## config.mk

```make
export PLATFORM = sky130hd
export DESIGN_NAME = fsa_top
export DESIGN_NICKNAME = d
export VERILOG_FILES = /design/src/common/fsa_pkg.sv /design/src/fsa_sticky.sv /design/src/fsa_timer.sv /design/src/fsa_top.sv
export VERILOG_INCLUDE_DIRS = /design/src /design/src/common
export SDC_FILE = /design/constraint.sdc
export NUM_CORES = 1
export LEC_CHECK = 0
export BUFFER_PORTS_ARGS = -buffer_cell sky130_fd_sc_hd__buf_4
export CAP_MARGIN = 10
export CORE_MARGIN = 2
export CORE_UTILIZATION = 40
export CTS_BUF_LIST = sky130_fd_sc_hd__clkbuf_8
export DETAILED_ROUTE_END_ITERATION = 10
export GPL_TIMING_DRIVEN = 0
export RECOVER_POWER = 25
export SLEW_MARGIN = 20
export SYNTH_ARGS = -nofsm -noshare
export SYNTH_HDL_FRONTEND = slang
export SYNTH_SLANG_ARGS = --single-unit
export TNS_END_PERCENT = 100
```

## constraint.sdc

```tcl
create_clock -name mclk -period 6.24 [get_ports mclk]
set_input_delay 0.624 -clock mclk [delete_from_list [all_inputs] [get_ports mclk]]
set_output_delay 0.624 -clock mclk [all_outputs]
set_load 0.005 [all_outputs]
```

## src/common/fsa_defines.svh

```systemverilog
`ifndef FSA_DEFINES_SVH
`define FSA_DEFINES_SVH
// Core clock rate
`define FSA_CLK_HZ 250000000
// Register byte offsets
`define FSA_OFF_CTRL 5'h00
`define FSA_OFF_CLR 5'h04
`define FSA_OFF_MASK 5'h08
`define FSA_OFF_STAT 5'h0c
// Control register field positions
`define FSA_B_SBY 0
`define FSA_B_KICK 1
`define FSA_B_ENOVR 2
`define FSA_B_EN 3
`define FSA_B_OCPDIS 4
`define FSA_B_TREG 5
`define FSA_B_ILIM 7
`define FSA_B_WDT 9
`define FSA_B_ADCEN 11
`define FSA_CTRL_W 12
// Clear register strobe position
`define FSA_B_ACLR 0
// Status register field positions
`define FSA_B_OTFLAG 16
`define FSA_B_ACTIVE 17
`define FSA_B_OCPLAT 18
`define FSA_B_WDTEXP 19
// Reset values
`define FSA_CTRL_RST 12'h000
`define FSA_MASK_RST 10'h000
// Alert sources, one pending bit each
`define FSA_NSRC 10
`define FSA_S_WDT 0
`define FSA_S_OT 1
`define FSA_S_OCP 2
`define FSA_S_ADC 3
`define FSA_S_SBY 4
`define FSA_S_BUS 5
`define FSA_S_OV 6
`define FSA_S_UV 7
`define FSA_S_LL 8
`define FSA_S_RTY 9
// Temperatures in degrees C
`define FSA_TSHUT_C 8'd160
`define FSA_THYST_C 8'd30
`define FSA_TREG1_C 8'd80
`define FSA_TREG2_C 8'd100
`define FSA_TREG3_C 8'd120
// Switch current limits in 0.1 A units
`define FSA_ILIM1 7'd57
`define FSA_ILIM2 7'd85
`define FSA_ILIM3 7'd100
// Consecutive limited cycles before latch-off
`define FSA_OCP_CYC 4'd8
// Times in their own units
`define FSA_BUS_TO_MS 100
`define FSA_OV_MS 100
`define FSA_WDT_BASE_S 80
`endif

```

## src/common/fsa_pkg.sv

```systemverilog
package fsa_pkg;
  typedef enum logic {st_standby, st_active} fsa_state_t;
  typedef logic [39:0] fsa_count_t;
endpackage

```

## src/fsa_sticky.sv

```systemverilog
`timescale 1ns/1ps
// Sticky pending bits: set wins over clear, hold blocks the clear
module fsa_sticky #(
  parameter int W = 10
) (
  // Clock and reset
  input wire logic mclk,
  input wire logic rst_n,
  // Events and clear
  input wire logic [W-1:0] set,
  input wire logic [W-1:0] hold,
  input wire logic clr,
  // Pending state
  output logic [W-1:0] pend
);
  // Clear only drops bits whose cause is gone
  always_ff @(posedge mclk or negedge rst_n) begin
    if (!rst_n) begin
      pend <= '0;
    end else begin
      pend <= set | (pend & ~({W{clr}} & ~hold)); // [RULE_25]
    end
  end
endmodule

```

## src/fsa_timer.sv

```systemverilog
`timescale 1ns/1ps
// Up counter that flags expiry and holds it until stopped or restarted
module fsa_timer #(
  parameter int W = 40
) (
  // Clock and reset
  input wire logic mclk,
  input wire logic rst_n,
  // Control
  input wire logic run,
  input wire logic restart,
  input wire logic [W-1:0] limit,
  // Status
  output logic expired
);
  logic [W-1:0] cnt_reg;

  // Stopping or restarting zeroes the count and the flag
  always_ff @(posedge mclk or negedge rst_n) begin
    if (!rst_n) begin
      cnt_reg <= '0;
      expired <= 1'b0;
    end else if (restart || !run) begin
      cnt_reg <= '0;
      expired <= 1'b0;
    end else if (!expired) begin
      if (cnt_reg >= limit - 1'b1) begin
        expired <= 1'b1;
      end else begin
        cnt_reg <= cnt_reg + 1'b1;
      end
    end
  end
endmodule

```

## src/fsa_top.sv

```systemverilog
// Functional notes
// (RULE_01) Overtemp alert holds until cooled and cleared
// (RULE_02) Overcurrent alert needs standby pass plus clear; here the disable bit plus clear also releases it
// (RULE_03) Finished conversion raises alert when enabled
// (RULE_04) Each standby entry raises a held alert
// (RULE_05) Bus transaction timeout: alert, reset, await start
// (RULE_06) Overvoltage alert in both states, clear releases
// (RULE_07) Undervoltage alert needs range and clear
// (RULE_08) Light-load-off entry alert clears while staying
// (RULE_09) Retry state entry raises held alert
// (RULE_10) Thermal limit field selects 80/100/120, 00 off
// (RULE_11) Start in standby, stay unless enabled
// (RULE_12) Active goes standby on disable or force
// (RULE_13) Overtemp stops converter, auto restart below hysteresis
// (RULE_14) Overtemp flag held until software reads it
// (RULE_15) Switch over limit turns off for cycle
// (RULE_16) Eight consecutive limited cycles latch converter off
// (RULE_17) Latch clears by disable bit or standby
// (RULE_18) Kick restarts watchdog; timeout stops converter
// (RULE_19) Watchdog field selects 80-320 s, 00 off
// (RULE_20) Watchdog stopped and zeroed in standby
// (RULE_21) Override swaps pin for bit; force blocks enable
// (RULE_22) Leave active on force, disable or long overvoltage
// (RULE_23) Alert clear is a strobe reading zero
// (RULE_24) Every source has its own mask bit
// (RULE_25) Alert low while any unmasked source pending
//
// Decided for this implementation: the address map and the Avalon-MM register port.
`timescale 1ns/1ps
`include "fsa_defines.svh"
module fsa_top #(
  parameter fsa_pkg::fsa_count_t BUS_TO_CYC =
    40'(`FSA_BUS_TO_MS * (`FSA_CLK_HZ / 1000)),
  parameter fsa_pkg::fsa_count_t OV_CYC =
    40'(`FSA_OV_MS * (`FSA_CLK_HZ / 1000)),
  parameter fsa_pkg::fsa_count_t WDT_BASE_CYC =
    40'(64'(`FSA_WDT_BASE_S) * 64'(`FSA_CLK_HZ))
) (
  // Clock and reset
  input wire logic mclk,
  input wire logic rst_n,
  // Avalon-MM slave
  input wire logic [4:0] avs_address,
  input wire logic avs_read,
  input wire logic avs_write,
  input wire logic [31:0] avs_writedata,
  input wire logic [3:0] avs_byteenable,
  output logic [31:0] avs_readdata,
  output logic avs_waitrequest,
  // Supervision inputs
  input wire logic en_pin,
  input wire logic [7:0] die_temp,
  input wire logic input_overvolt_hit,
  input wire logic input_undervolt_hit,
  input wire logic adc_done,
  input wire logic light_load_off_state,
  input wire logic retry_state,
  input wire logic bus_start,
  input wire logic bus_stop,
  input wire logic sw_cycle_start,
  input wire logic [3:0][6:0] sw_current,
  // Outputs
  output logic fault_alert_n,
  output logic converter_on,
  output logic active_state,
  output logic [3:0] sw_off,
  output logic current_reduce,
  output logic bus_reset
);
  localparam int NS = `FSA_NSRC;

  // Counts must be nonzero and the longest watchdog must fit
  if (BUS_TO_CYC == 0 || OV_CYC == 0 || WDT_BASE_CYC == 0 ||
      WDT_BASE_CYC > 40'h3f_ffff_ffff) begin : g_chk
    $error("fsa_top: unusable timing parameter");
  end

  logic rst_meta_reg, rst_sync_n;
  logic wait_reg;
  logic [31:0] rdata_reg;
  logic [`FSA_CTRL_W-1:0] ctrl_reg;
  logic [NS-1:0] mask_reg;
  logic [NS-1:0] pend, set_v, hold_v;
  logic wr_take, rd_look, kick, aclr;
  logic [31:0] bemask, rd_val;
  fsa_pkg::fsa_state_t state_reg, state_next;
  logic enable_ok, sby_evt;
  logic ot_shut_reg, ot_flag_reg, ot_hold;
  logic [6:0] ilim;
  logic [3:0] over;
  logic hit_reg, ocp_latch_reg;
  logic [3:0] ocp_cnt_reg;
  logic in_trans_reg, bus_exp, bus_evt;
  logic ov_exp, wdt_exp, wdt_run;
  fsa_pkg::fsa_count_t wdt_lim;
  logic ll_prev_reg, rty_prev_reg;
  logic [7:0] treg_lim;

  // Reset released through two flops
  always_ff @(posedge mclk or negedge rst_n) begin
    if (!rst_n) begin
      rst_meta_reg <= 1'b0;
      rst_sync_n <= 1'b0;
    end else begin
      rst_meta_reg <= 1'b1;
      rst_sync_n <= rst_meta_reg;
    end
  end

  // Bus strobes: each request answers one cycle after it is seen
  assign bemask = {{8{avs_byteenable[3]}}, {8{avs_byteenable[2]}},
                   {8{avs_byteenable[1]}}, {8{avs_byteenable[0]}}};
  assign wr_take = avs_write && !wait_reg;
  assign rd_look = avs_read && wait_reg;
  assign kick = wr_take && avs_address == `FSA_OFF_CTRL &&
                avs_byteenable[0] && avs_writedata[`FSA_B_KICK];
  assign aclr = wr_take && avs_address == `FSA_OFF_CLR &&
                avs_byteenable[0] && avs_writedata[`FSA_B_ACLR];

  // Waitrequest drops for exactly one cycle per request
  always_ff @(posedge mclk or negedge rst_sync_n) begin
    if (!rst_sync_n) begin
      wait_reg <= 1'b1;
    end else if ((avs_read || avs_write) && wait_reg) begin
      wait_reg <= 1'b0;
    end else begin
      wait_reg <= 1'b1;
    end
  end
  assign avs_waitrequest = wait_reg;

  // Read mux; unmapped offsets read zero, strobes read zero
  always_comb begin
    rd_val = 32'h0000_0000;
    if (avs_address == `FSA_OFF_CTRL) begin
      rd_val[`FSA_CTRL_W-1:0] = ctrl_reg; // Kick is never stored [RULE_18]
    end else if (avs_address == `FSA_OFF_CLR) begin
      rd_val = 32'h0000_0000; // [RULE_23]
    end else if (avs_address == `FSA_OFF_MASK) begin
      rd_val[NS-1:0] = mask_reg;
    end else if (avs_address == `FSA_OFF_STAT) begin
      rd_val[NS-1:0] = pend;
      rd_val[`FSA_B_OTFLAG] = ot_flag_reg;
      rd_val[`FSA_B_ACTIVE] = state_reg == fsa_pkg::st_active;
      rd_val[`FSA_B_OCPLAT] = ocp_latch_reg;
      rd_val[`FSA_B_WDTEXP] = wdt_exp;
    end
  end

  // Read data captured as waitrequest falls, stands through the take
  always_ff @(posedge mclk or negedge rst_sync_n) begin
    if (!rst_sync_n) begin
      rdata_reg <= 32'h0000_0000;
    end else if (rd_look) begin
      rdata_reg <= rd_val;
    end
  end
  assign avs_readdata = rdata_reg;

  // Control register, byte lanes honoured; kick bit stays zero
  always_ff @(posedge mclk or negedge rst_sync_n) begin
    if (!rst_sync_n) begin
      ctrl_reg <= `FSA_CTRL_RST;
    end else if (wr_take && avs_address == `FSA_OFF_CTRL) begin
      ctrl_reg <= (ctrl_reg & ~bemask[`FSA_CTRL_W-1:0]) |
                  (avs_writedata[`FSA_CTRL_W-1:0] &
                   bemask[`FSA_CTRL_W-1:0] &
                   ~(`FSA_CTRL_W'(1) << `FSA_B_KICK)); // [RULE_18]
    end
  end

  // Mask register, one bit per source
  always_ff @(posedge mclk or negedge rst_sync_n) begin
    if (!rst_sync_n) begin
      mask_reg <= `FSA_MASK_RST;
    end else if (wr_take && avs_address == `FSA_OFF_MASK) begin
      mask_reg <= (mask_reg & ~bemask[NS-1:0]) |
                  (avs_writedata[NS-1:0] & bemask[NS-1:0]); // [RULE_24]
    end
  end

  // Enable: override bit swaps pin for register bit
  assign enable_ok = !ctrl_reg[`FSA_B_SBY] &&
                     (ctrl_reg[`FSA_B_ENOVR] ? ctrl_reg[`FSA_B_EN]
                                             : en_pin); // [RULE_21]

  // Standby / active sequencing
  always_comb begin
    state_next = state_reg;
    case (state_reg)
      fsa_pkg::st_standby: begin
        if (enable_ok) begin
          state_next = fsa_pkg::st_active; // [RULE_11]
        end
      end
      fsa_pkg::st_active: begin
        if (!enable_ok || ov_exp) begin
          state_next = fsa_pkg::st_standby; // [RULE_12] [RULE_22]
        end
      end
      default: state_next = fsa_pkg::st_standby;
    endcase
  end
  assign sby_evt = state_reg == fsa_pkg::st_active &&
                   state_next == fsa_pkg::st_standby;

  // Power-up always lands in standby
  always_ff @(posedge mclk or negedge rst_sync_n) begin
    if (!rst_sync_n) begin
      state_reg <= fsa_pkg::st_standby; // [RULE_11]
    end else begin
      state_reg <= state_next;
    end
  end

  // Overvoltage must persist while active before forcing standby
  fsa_timer #(.W(40)) u_ov_tmr (
    .mclk(mclk),
    .rst_n(rst_sync_n),
    .run(state_reg == fsa_pkg::st_active && input_overvolt_hit),
    .restart(1'b0),
    .limit(OV_CYC),
    .expired(ov_exp)
  ); // [RULE_22]

  // Thermal shutdown with hysteresis, flag held until read
  assign ot_hold = die_temp >= 8'(`FSA_TSHUT_C - `FSA_THYST_C);
  always_ff @(posedge mclk or negedge rst_sync_n) begin
    if (!rst_sync_n) begin
      ot_shut_reg <= 1'b0;
    end else if (die_temp > `FSA_TSHUT_C) begin
      ot_shut_reg <= 1'b1; // [RULE_13]
    end else if (!ot_hold) begin
      ot_shut_reg <= 1'b0; // [RULE_13]
    end
  end

  // Status read clears the flag, but a live shutdown keeps it set
  always_ff @(posedge mclk or negedge rst_sync_n) begin
    if (!rst_sync_n) begin
      ot_flag_reg <= 1'b0;
    end else if (ot_shut_reg) begin
      ot_flag_reg <= 1'b1; // [RULE_13]
    end else if (rd_look && avs_address == `FSA_OFF_STAT) begin
      ot_flag_reg <= 1'b0; // [RULE_14]
    end
  end

  // Thermal regulation threshold select
  always_comb begin
    case (ctrl_reg[`FSA_B_TREG +: 2])
      2'h1: treg_lim = `FSA_TREG1_C;
      2'h2: treg_lim = `FSA_TREG2_C;
      default: treg_lim = `FSA_TREG3_C;
    endcase
  end
  always_ff @(posedge mclk or negedge rst_sync_n) begin
    if (!rst_sync_n) begin
      current_reduce <= 1'b0;
    end else begin
      current_reduce <= ctrl_reg[`FSA_B_TREG +: 2] != 2'h0 &&
                        die_temp > treg_lim; // [RULE_10]
    end
  end

  // Switch current limit select; code 3 reuses the top limit
  always_comb begin
    case (ctrl_reg[`FSA_B_ILIM +: 2])
      2'h0: ilim = `FSA_ILIM1;
      2'h1: ilim = `FSA_ILIM2;
      default: ilim = `FSA_ILIM3;
    endcase
  end
  for (genvar i = 0; i < 4; i++) begin : g_sw
    assign over[i] = sw_current[i] > ilim;
    // A new cycle releases the switch unless it is still over
    always_ff @(posedge mclk or negedge rst_sync_n) begin
      if (!rst_sync_n) begin
        sw_off[i] <= 1'b0;
      end else if (over[i]) begin
        sw_off[i] <= 1'b1; // [RULE_15]
      end else if (sw_cycle_start) begin
        sw_off[i] <= 1'b0;
      end
    end
  end

  // Track whether the running cycle hit the limit
  always_ff @(posedge mclk or negedge rst_sync_n) begin
    if (!rst_sync_n) begin
      hit_reg <= 1'b0;
    end else if (sw_cycle_start) begin
      hit_reg <= |over;
    end else begin
      hit_reg <= hit_reg | (|over);
    end
  end

  // Consecutive limited cycles, saturating at the latch count
  always_ff @(posedge mclk or negedge rst_sync_n) begin
    if (!rst_sync_n) begin
      ocp_cnt_reg <= 4'h0;
    end else if (ctrl_reg[`FSA_B_OCPDIS] ||
                 state_reg == fsa_pkg::st_standby) begin
      ocp_cnt_reg <= 4'h0;
    end else if (sw_cycle_start) begin
      if (!hit_reg) begin
        ocp_cnt_reg <= 4'h0;
      end else if (ocp_cnt_reg != `FSA_OCP_CYC) begin
        ocp_cnt_reg <= ocp_cnt_reg + 4'h1; // [RULE_16]
      end
    end
  end

  // Latch-off; disable bit or standby clears it
  always_ff @(posedge mclk or negedge rst_sync_n) begin
    if (!rst_sync_n) begin
      ocp_latch_reg <= 1'b0;
    end else if (ctrl_reg[`FSA_B_OCPDIS] ||
                 state_reg == fsa_pkg::st_standby) begin
      ocp_latch_reg <= 1'b0; // [RULE_17]
    end else if (ocp_cnt_reg == `FSA_OCP_CYC) begin
      ocp_latch_reg <= 1'b1; // [RULE_16]
    end
  end

  // Watchdog runs only while active and enabled
  always_comb begin
    case (ctrl_reg[`FSA_B_WDT +: 2])
      2'h1: wdt_lim = WDT_BASE_CYC;
      2'h2: wdt_lim = WDT_BASE_CYC << 1;
      default: wdt_lim = WDT_BASE_CYC << 2;
    endcase
  end
  assign wdt_run = state_reg == fsa_pkg::st_active &&
                   ctrl_reg[`FSA_B_WDT +: 2] != 2'h0; // [RULE_19] [RULE_20]
  fsa_timer #(.W(40)) u_wdt (
    .mclk(mclk),
    .rst_n(rst_sync_n),
    .run(wdt_run),
    .restart(kick),
    .limit(wdt_lim),
    .expired(wdt_exp)
  ); // [RULE_18]

  // Bus transaction window; a start always restarts it
  always_ff @(posedge mclk or negedge rst_sync_n) begin
    if (!rst_sync_n) begin
      in_trans_reg <= 1'b0;
    end else if (bus_start) begin
      in_trans_reg <= 1'b1; // [RULE_05]
    end else if (bus_stop || bus_exp) begin
      in_trans_reg <= 1'b0; // [RULE_05]
    end
  end
  fsa_timer #(.W(40)) u_bus_tmr (
    .mclk(mclk),
    .rst_n(rst_sync_n),
    .run(in_trans_reg),
    .restart(bus_start),
    .limit(BUS_TO_CYC),
    .expired(bus_exp)
  );
  assign bus_evt = bus_exp && in_trans_reg && !bus_start;
  // One-cycle pulse tells the bus engine to drop partial data
  always_ff @(posedge mclk or negedge rst_sync_n) begin
    if (!rst_sync_n) begin
      bus_reset <= 1'b0;
    end else begin
      bus_reset <= bus_evt; // [RULE_05]
    end
  end

  // Edge detectors for the state inputs
  always_ff @(posedge mclk or negedge rst_sync_n) begin
    if (!rst_sync_n) begin
      ll_prev_reg <= 1'b0;
      rty_prev_reg <= 1'b0;
    end else begin
      ll_prev_reg <= light_load_off_state;
      rty_prev_reg <= retry_state;
    end
  end

  // Source causes; hold keeps a level source from clearing
  always_comb begin
    set_v = '0;
    hold_v = '0;
    set_v[`FSA_S_WDT] = wdt_exp;
    hold_v[`FSA_S_WDT] = wdt_exp;
    set_v[`FSA_S_OT] = ot_shut_reg; // [RULE_01]
    hold_v[`FSA_S_OT] = ot_hold; // [RULE_01]
    set_v[`FSA_S_OCP] = ocp_latch_reg; // [RULE_02]
    hold_v[`FSA_S_OCP] = ocp_latch_reg; // [RULE_02]
    set_v[`FSA_S_ADC] = adc_done && ctrl_reg[`FSA_B_ADCEN]; // [RULE_03]
    set_v[`FSA_S_SBY] = sby_evt; // [RULE_04]
    set_v[`FSA_S_BUS] = bus_evt; // [RULE_05]
    set_v[`FSA_S_OV] = input_overvolt_hit; // [RULE_06]
    set_v[`FSA_S_UV] = input_undervolt_hit; // [RULE_07]
    hold_v[`FSA_S_UV] = input_undervolt_hit; // [RULE_07]
    set_v[`FSA_S_LL] = light_load_off_state && !ll_prev_reg; // [RULE_08]
    set_v[`FSA_S_RTY] = retry_state && !rty_prev_reg; // [RULE_09]
  end

  fsa_sticky #(.W(NS)) u_pend (
    .mclk(mclk),
    .rst_n(rst_sync_n),
    .set(set_v),
    .hold(hold_v),
    .clr(aclr),
    .pend(pend)
  ); // [RULE_23] [RULE_25]

  // Alert and converter outputs straight from flops
  always_ff @(posedge mclk or negedge rst_sync_n) begin
    if (!rst_sync_n) begin
      fault_alert_n <= 1'b1;
      converter_on <= 1'b0;
      active_state <= 1'b0;
    end else begin
      fault_alert_n <= ~|(pend & ~mask_reg); // [RULE_24] [RULE_25]
      converter_on <= state_reg == fsa_pkg::st_active && !ot_shut_reg &&
                      !ocp_latch_reg && !wdt_exp; // [RULE_13] [RULE_18]
      active_state <= state_reg == fsa_pkg::st_active;
    end
  end
endmodule

```

======== Yosys cells after proc, flatten, opt, wreduce, memory -nomap -nowiden ========
Index checks and enable logic that the tools add are counted.
operators by class
  add/subtract/negate cells ............... 5
  bitwise logic cells ..................... 18
  $lt $le $gt $ge ......................... 10
  mux-type cells .......................... 52
  equality and inequality tests ........... 18
  reductions and logical operators ........ 60
operators with widths
  kind                                                                     count
  40-bit 2-to-1 mux                                                        9
  40-bit by 1-bit adder with 40-bit output, second input constant          3
  40-bit by 25-bit >= comparator with 1-bit output, second input constant  2
  37-bit case mux with 2 select lines                                      1
  10-bit bitwise AND                                                       5
  40-bit >= comparator                                                     1
  37-bit by 1-bit subtractor with 38-bit output, second input constant     1
  10-bit 2-to-1 mux                                                        3
  10-bit NOT                                                               3
  7-bit > comparator                                                       4
  4-bit 2-to-1 mux                                                         7
  1-bit 2-to-1 mux                                                         27
  12-bit bitwise AND                                                       2
  1-bit logical AND                                                        24
  10-bit bitwise OR                                                        2
  2-bit nonzero test                                                       10
  7-bit case mux with 2 select lines                                       1
  1-bit logical NOT                                                        12
  12-bit 2-to-1 mux                                                        1
  12-bit NOT                                                               1
  12-bit bitwise OR                                                        1
  6-bit case mux with 2 select lines                                       1
  5-bit by 4-bit equality test with 1-bit output, second input constant    2
  8-bit NOT with 10-bit output                                             1
  other kinds (22)                                                         39
storage, ports and cells
  output and inout bits ................... 42
  input port bits ......................... 90
  logic and storage cells ................. 194
  flip-flop bits (word level) ............. 211

======== Longest topological paths before layout ========
Gate-level depths: netlist (run 1).
  depth in word-level cells ............... 9
  mapped depth ............................ 12
  mapped depth without buffers ............ 11

======== Hierarchy ========
Synthesis (run 1) repeated with hierarchy kept, for this count alone.
unflattened totals
  cells, all modules ...................... 1787
  area total of the unflattened synthesis .. 15767.6 µm²
by module, submodules not included
  module                    cells an instance  seq. area each (µm²)  area an instance (µm²)  times used
  fsa_timer (u_ov_tmr ...)  468                1026.0                3932.5                  2
  fsa_timer (u_bus_tmr)     467                1026.0                3920.0                  1
  fsa_top                   354                1554.0                3594.7                  1
  fsa_sticky                30                 250.2                 387.9                   1

======== Worst setup path after synthesis (run 1) ========
Ideal clock, no wire load.
  path type ............................... register to register
  start point ............................. register (tool-made name)
  end point ............................... register u_wdt.cnt_reg[25]
  slack ................................... 3.444 ns
  arrival ................................. 2.664 ns
  clock period less this slack ............ 2.796 ns
  stages on the path, launching flop included .. 13
  required time ........................... 6.108 ns
  path buffers ............................ 1
  library setup time ...................... 0.132 ns
  path through ............................ dfrtp_1 -> inv_1 -> ha_1 -> inv_1 -> ha_1 -> or4b_2 -> nor4_1 -> o211ai_1 -> nand4_1 -> buf_2 -> nor3_1 -> xnor2_1 -> nor2_1
RTL lines
  element                 line             RTL
  end signal: assignment  fsa_timer.sv:30  cnt_reg <= cnt_reg + 1'b1;
  end: declaration        fsa_timer.sv:16  logic [W-1:0] cnt_reg;

==> metrics.yaml, run 1 <==
critPathArrivalTime_ns: 3.99
routed-wl-met2_um: 10500
slew_headroom_pct: -98.8
cts_resized: 0
crit_family: "buffers and inverters"
outcome: "finished, violations left"
crit_path_max_fanout: 51
fin_crit_ns: 4.07
coreArea_sq_um: 25000
worstPathCellList: "clkbuf_1"
violations: "max-capacitance violations, max-slew violations"
yosysWarnings: 0
cts_sinks: 195
yosysSeqAreaShare_pct: 48.4
synthesis.area_sq_um: 10100
drt_first_iter_violations: 343
pin_count: 132
cts_tree: "built"
ant_nets: 0
fin_setup_tns_ns: 0
hp-class: "in -> reg"
rsz0062_at_grt: "no"
power.density_nw_per_um2: 209
fillers: 2397
min_path_cells: 1
tightest_slew_ns: 2.98
chipWidth_um: 163
peakVddDrop_mv: 0.125
avgSynthCellArea_sq_um: 9.85
drt-pass1-iter-count: 5
async_reset_ff_share_pct: 100
fmax_mhz: 246
drc: 0
drive_above_1_share_pct: 15.2
dieArea_sq_um: 26500
place.gp.congestion: 0.834
grt_max_degree: 57
leakage_nw: 5.46
finalNonFillerCells: 1500
max-cap-violations: 1
layout.nets: 1306
drv_slew: 51
gr-total-overflow: 0
timing.hold.ws_ns: 0.301
clk_path_buf_depth: 2
wl_met3_um: 886
r2r_cells: 1
dp.final_hpwl_um: 16700
setup_viol: 0
syn_inst: 1025
die_y_um: 163
yosys.area.top_type: "dfrtp_1"
critPathSlowestCell: "clkbuf_1"
num_antenna_cells: 0
grt_pass1_wl_um: 37600
root_buffer: "clkbuf_8"
clk_latency_ns: 0.46
topRoutingLayerUsed: "met5"
synth.distinct_cells: 55
h-tree-depth: 4
finalHoldViolations: 0
fin_crit_sh_pct: 65.2
slowest_delay_ns: 2.18
clkTransAtPathRegs_ns: 0.09
synth-edff-count: 0
cts_buffers: 17
grt_pass1_vias: 7429
met1Wirelength_um: 10900
track_usage_pct: 17.6
placementRows: 58
start_util_pct: 40.4
portBuffers: 93
setup.worst_path.end_class: "asynchronous set/reset pin"
drt_wl_total_um: 22600
synth_top_area_share_pct: 47.8
vias: 7687
dp_cells: 1467
seq_area_sq_um: 4880
yosys_register_bits: 195
synth_area_leaders: "dfrtp_1 (48%), ha_1 (7.3%), xnor2_1 (4.3%), nor2_1 (4.2%), nand2_1 (3.0%)"
ys.flop_type: "dfrtp_1"
worst_ep_required_time_ns: 6.16
finish.utilization_pct: 46.8
detail_route.wl_per_cell_um: 15.1
crit_type: "reg -> async"
worst-path-buf-inv: 1
antenna_found_initial: 2
startpoint_type: "flop"
path_depth: 1
clock_skew_ns: 0.0124
multiInputGateArea_sq_um: 4830
routed_via_density: 5.12
syn2layout_area_growth_pct: 15.8
layout make-up:
cell class | count | share of cell area (%)
Sequential cell | 195 | 41.7
Multi-Input combinational cell | 748 | 41.3
Timing Repair Buffer | 97 | 6.46
Tap cell | 330 | 3.53
Buffer | 52 | 2.36
Clock buffer | 19 | 2.24
Inverter | 46 | 1.48
Clock inverter | 13 | 0.877
metrics by stage:
step	cell area (sq um)	total power, W	setup slack [ns]
after detailed placement	11400	0.00171	2.97
final	11700	0.00244	2.17
after floorplan	10200	0.00157	0.407
after global placement	11300	0.00170	-2.06
after global routing	11700	0.00259	1.36
after CTS	11700	0.00248	2.92
layer usage:
layer	vias up	GRT usage, %
li1	3811	-
met1	3721	24.6
met2	130	28.4
met3	21	3.11
met4	4	4.30
met5	-	0
cells by family (layout without fill, tap and decap cells):
family / after synthesis / in the layout / synth area share [%]
AND/OR/NAND/NOR: 436 / 436 / 22.4
flip-flops: 195 / 195 / 48.4
AO/OA/AOI/OAI: 137 / 137 / 8.44
buffers and inverters: 98 / 227 / 4.45
XOR/XNOR: 73 / 73 / 6.33
adder cells (fa/ha/maj): 59 / 59 / 7.31
multiplexers: 25 / 25 / 2.65
other: 2 / 18 / 0.0744
what timing repair did:
action / CTS / global route
setup buffers: 0 / 0
endpoints found under the setup margin: 0 / 0
endpoints found under the hold margin: 2 / 0
hold buffers: 1 / 0
cells in the mapped netlist, types with 3 or more instances:
cell and instances:
dfrtp_1 193, nor2_1 112, nand2_1 81, ha_1 59
xnor2_1 49, o21ai_0 47, inv_1 46, nand3_1 38
nor3_1 37, a21oi_1 32, and3_1 29, nand4_1 29
clkbuf_1 26, and2_1 25, xor2_1 24, nor4_1 22
a21o_1 19, buf_4 16, mux2_2 14, and4_1 12
or3_1 12, mux2i_1 11, nor4_2 9, nand2b_1 8
nor2b_1 7, a211oi_1 6, buf_2 5, o22ai_1 5
a22oi_1 4, o31ai_1 4, or2_2 4, buf_1 3
nand4b_1 3, o221ai_1 3
cell usage in the layout (no fill, tap or decap), types with 4 or more instances in the layout:
master and count:
dfrtp_1 193, nor2_1 112, buf_4 106, nand2_1 81
ha_1 59, xnor2_1 49, inv_1 47, o21ai_0 47
nand3_1 38, nor3_1 36, a21oi_1 32, clkbuf_1 30
nand4_1 29, and3_1 29, and2_1 25, xor2_1 24
nor4_1 22, a21o_1 19, clkbuf_8 19, conb_1 18
mux2_2 14, or3_1 12, and4_1 12, mux2i_1 11
nor4_2 9, nand2b_1 8, nor2b_1 7, a211oi_1 6
o22ai_1 5, buf_2 5, or2_2 4, a22oi_1 4
o31ai_1 4, inv_6 4, clkinv_2 4
path summary, 6_finish.rpt:
path | from | to | slack (ns)
max | rst_sync_n | u_wdt.cnt_reg[33] | 2.17
min | retry_state | rty_prev_reg | 0.30
max reg2reg | rst_sync_n | u_wdt.cnt_reg[33] | 2.17
min reg2reg | rst_meta_reg | rst_sync_n | 0.36
max in group mclk | flop | u_wdt.cnt_reg[25] | 2.91
min in group asynchronous | rst_n | rst_sync_n | 0.48
power breakdown:
part	internal [W]	switching, W
Sequential	0.00130	0.0000393
Clock	0.000305	0.000459
Combinational	0.000149	0.000186
No activity file was read; power rests on OpenSTA's default activity.
==> run 2, diff against run 1 <==
==> constraint.sdc (replaced) <==
create_clock -name mclk -period 3.8 [get_ports mclk]
set_input_delay 0.38 -clock mclk [delete_from_list [all_inputs] [get_ports mclk]]
set_output_delay 0.38 -clock mclk [all_outputs]
set_load 0.005 [all_outputs]
==> run 2 against run 1 <==
  * The run still ends with max-capacitance violations, max-slew violations left
  * Sequential power increased by 65%
  * Clock-buffer cell count decreased by 2
  * Via count decreased by 0.56%
  * Clock skew increased by 0.0048 ns
  * Critical path depth increased by 11
  * Worst hold slack got worse by 0.25 ns
  * First-iteration DRC count decreased by 15%
  * Routed wire length decreased by 0.62%
  * Die area unchanged
  * Cell count unchanged
  * Clock power increased by 78%
  * Critical path type is now reg -> reg
  * Critical endpoint is now u_wdt.cnt_reg[21]
  * Largest power group unchanged
  * Highest routed layer unchanged
==> metrics.yaml, run 2 (synthesized netlist as in run 1, its figures left out) <==
placedInstanceArea_sq_um: 11400  # unchanged
final_common_cell: "dfrtp_1"
r2r_cells: 12  # +11
track_usage_pct: 17.8  # +0.22 points
dp.final_hpwl_um: 16700  # about the same
clk_path_buf_depth: 2  # unchanged
cp-endpoint: "u_wdt.cnt_reg[21]"
finalInstanceArea_sq_um: 11700  # +0.17%
slew_headroom_pct: -14.2  # +85 points
power.density_nw_per_um2: 351  # +68%
leakage_nw: 5.47  # about the same
hp-class: "in -> reg"
finalPower_w: 0.00411  # +68%
layout.nets: 1306  # unchanged
gr-total-overflow: 0  # unchanged
detail_route.wl_per_cell_um: 15.0  # -0.62%
multiInputGateArea_sq_um: 4830  # unchanged
cts_buffers: 17  # unchanged
drive_above_1_share_pct: 15.5  # +0.26 points
fillers: 2426  # +1.2%
die_y_um: 163  # unchanged
num_antenna_cells: 0  # unchanged
clkTransAtPathRegs_ns: 0.10  # about the same
startpoint_type: "flop"
cts_tree: "built"
start_util_pct: 40.4  # unchanged
post_cts_buffers: 0  # unchanged
pre_cts_slack_ns: 0.526  # -2.45 ns
fin_crit_ns: 3.33  # -0.740 ns
grt_pass1_wl_um: 38200  # +1.6%
finalHoldViolations: 0  # unchanged
r2r-end: "u_wdt.cnt_reg[21]"
clock_skew_ns: 0.0171  # +0.00478 ns
rsz0062_at_grt: "no"
critPathSlowestCell: "or4b_2"
crit_path_max_fanout: 10  # -80%
vias: 7644  # -0.56%
hp-start: "retry_state"
timing.hold.ws_ns: 0.0550  # -0.246 ns
peakVddDrop_mv: 0.209  # +67%
crit_type: "reg -> reg"
final_cell_mix: "dfrtp_1 (193), nor2_1 (112), buf_4 (106)"
portBuffers: 93  # unchanged
dieArea_sq_um: 26500  # unchanged
cts_resized: 0  # unchanged
routed_via_density: 5.10  # -0.56%
drt-pass1-iter-count: 4  # -1
setup.worst_path.end_class: "flop"
clk_latency_ns: 0.47  # about the same
drt_wl_total_um: 22500  # -0.62%
max-cap-violations: 1  # unchanged
place.gp.congestion: 0.808  # -3.1%
coreArea_sq_um: 25000  # unchanged
root_buffer: "clkbuf_8"
fin_ws_ns: 0.469  # -1.70 ns
critPathArrivalTime_ns: 3.67  # -0.32 ns
r2r_slack_ns: 0.47  # -1.70 ns
cts_hold_buf: 1  # unchanged
fmax_mhz: 300  # +22%
antenna_found_initial: 2  # unchanged
setup_viol: 0  # unchanged
tightest_slew_ns: 1.71  # -1.27 ns
violations: "max-capacitance violations, max-slew violations"
placementRows: 58  # unchanged
pin_count: 132  # unchanged
drv_slew: 45  # -12%
cts_sinks: 195  # unchanged
grt_max_degree: 54  # -5.3%
outcome: "finished, violations left"
fin_crit_sh_pct: 87.6  # +22 points
seq_area_sq_um: 4880  # unchanged
ant_nets: 0  # unchanged
worstPathCellList: "inv_1 > ha_1 > inv_1 > ha_1 > or4b_2 > nor4_1 > o211ai_1 > nand4_1 > buf_2 > nor3_1 > xnor2_1 > nor2_1"
h-tree-depth: 4  # unchanged
slowest_delay_ns: 0.62  # -1.56 ns
drc: 0  # unchanged
worst_ep_required_time_ns: 4.14  # -2.02 ns
grt_pass1_vias: 7517  # +1.2%
chipWidth_um: 163  # unchanged
syn2layout_area_growth_pct: 16.0
drt_first_iter_violations: 291  # -15%
[run 2: cell types whose count changed in the layout (fill, tap and decap cells not counted), moves of 2 or more]
cell,delta
inv_8,+3
clkbuf_1,-2
clkbuf_2,+2
clkbuf_8,-2
clkinv_2,-2
[run 2: cell type report]
| class | count | share of cell area [%] |
|---|---|---|
| multi-input cells | 748 | 41.2 |
| well taps | 330 | 3.52 |
| flip-flops and latches | 195 | 41.7 |
| clock buffers | 17 | 2.00 |
| repair buffers | 97 | 6.30 |
| plain buffers | 52 | 2.36 |
| inverters | 46 | 1.47 |
| clock inverters | 15 | 1.43 |
[run 2: how the worst min path moves through the flow]
stage                               to  depth (start not counted)  slack (ns)
final                     rty_prev_reg                          1        0.06
after global routing      rty_prev_reg                          1        0.03
after CTS                 rty_prev_reg                          1       0.004
after detailed placement  rst_meta_reg                          1        0.17
after global placement    rst_meta_reg                          1        0.16
after floorplan           rst_meta_reg                          0        0.08
[run 2: critical path, delay by kind of cell (launching register included)]
kind	cells	cell delay, ns
compound gates	1	0.14
xor+xnor	1	0.16
fa+ha+maj	2	0.61
buf+inv	3	0.57
simple gates	5	1.33
flops	1	0.41
[run 2: metrics by stage]
stage               std cells  TNS (ns)  util [%]
global route             1500         0      46.9
CTS                      1500         0      47.2
detailed placement       1467         0      45.5
floorplan                1041         0         -
global placement         1464   -139.19      45.1
finish                   1500         0      46.9
[run 2: where the power goes]
group	total [W]	leakage, nW	switching (W)	internal [W]
sequential	0.00221	2.60	0.0000654	0.00214
clock	0.00136	0.200	0.000812	0.000552
combinational	0.000543	2.67	0.000301	0.000241
total	0.00411	5.47	0.00118	0.00294
[run 2: per-layer routing]
layer	track usage, %	routed length [um]
met5	0	27
met4	4.38	317
met3	3.87	1110
met2	28.2	10300
met1	24.9	10700
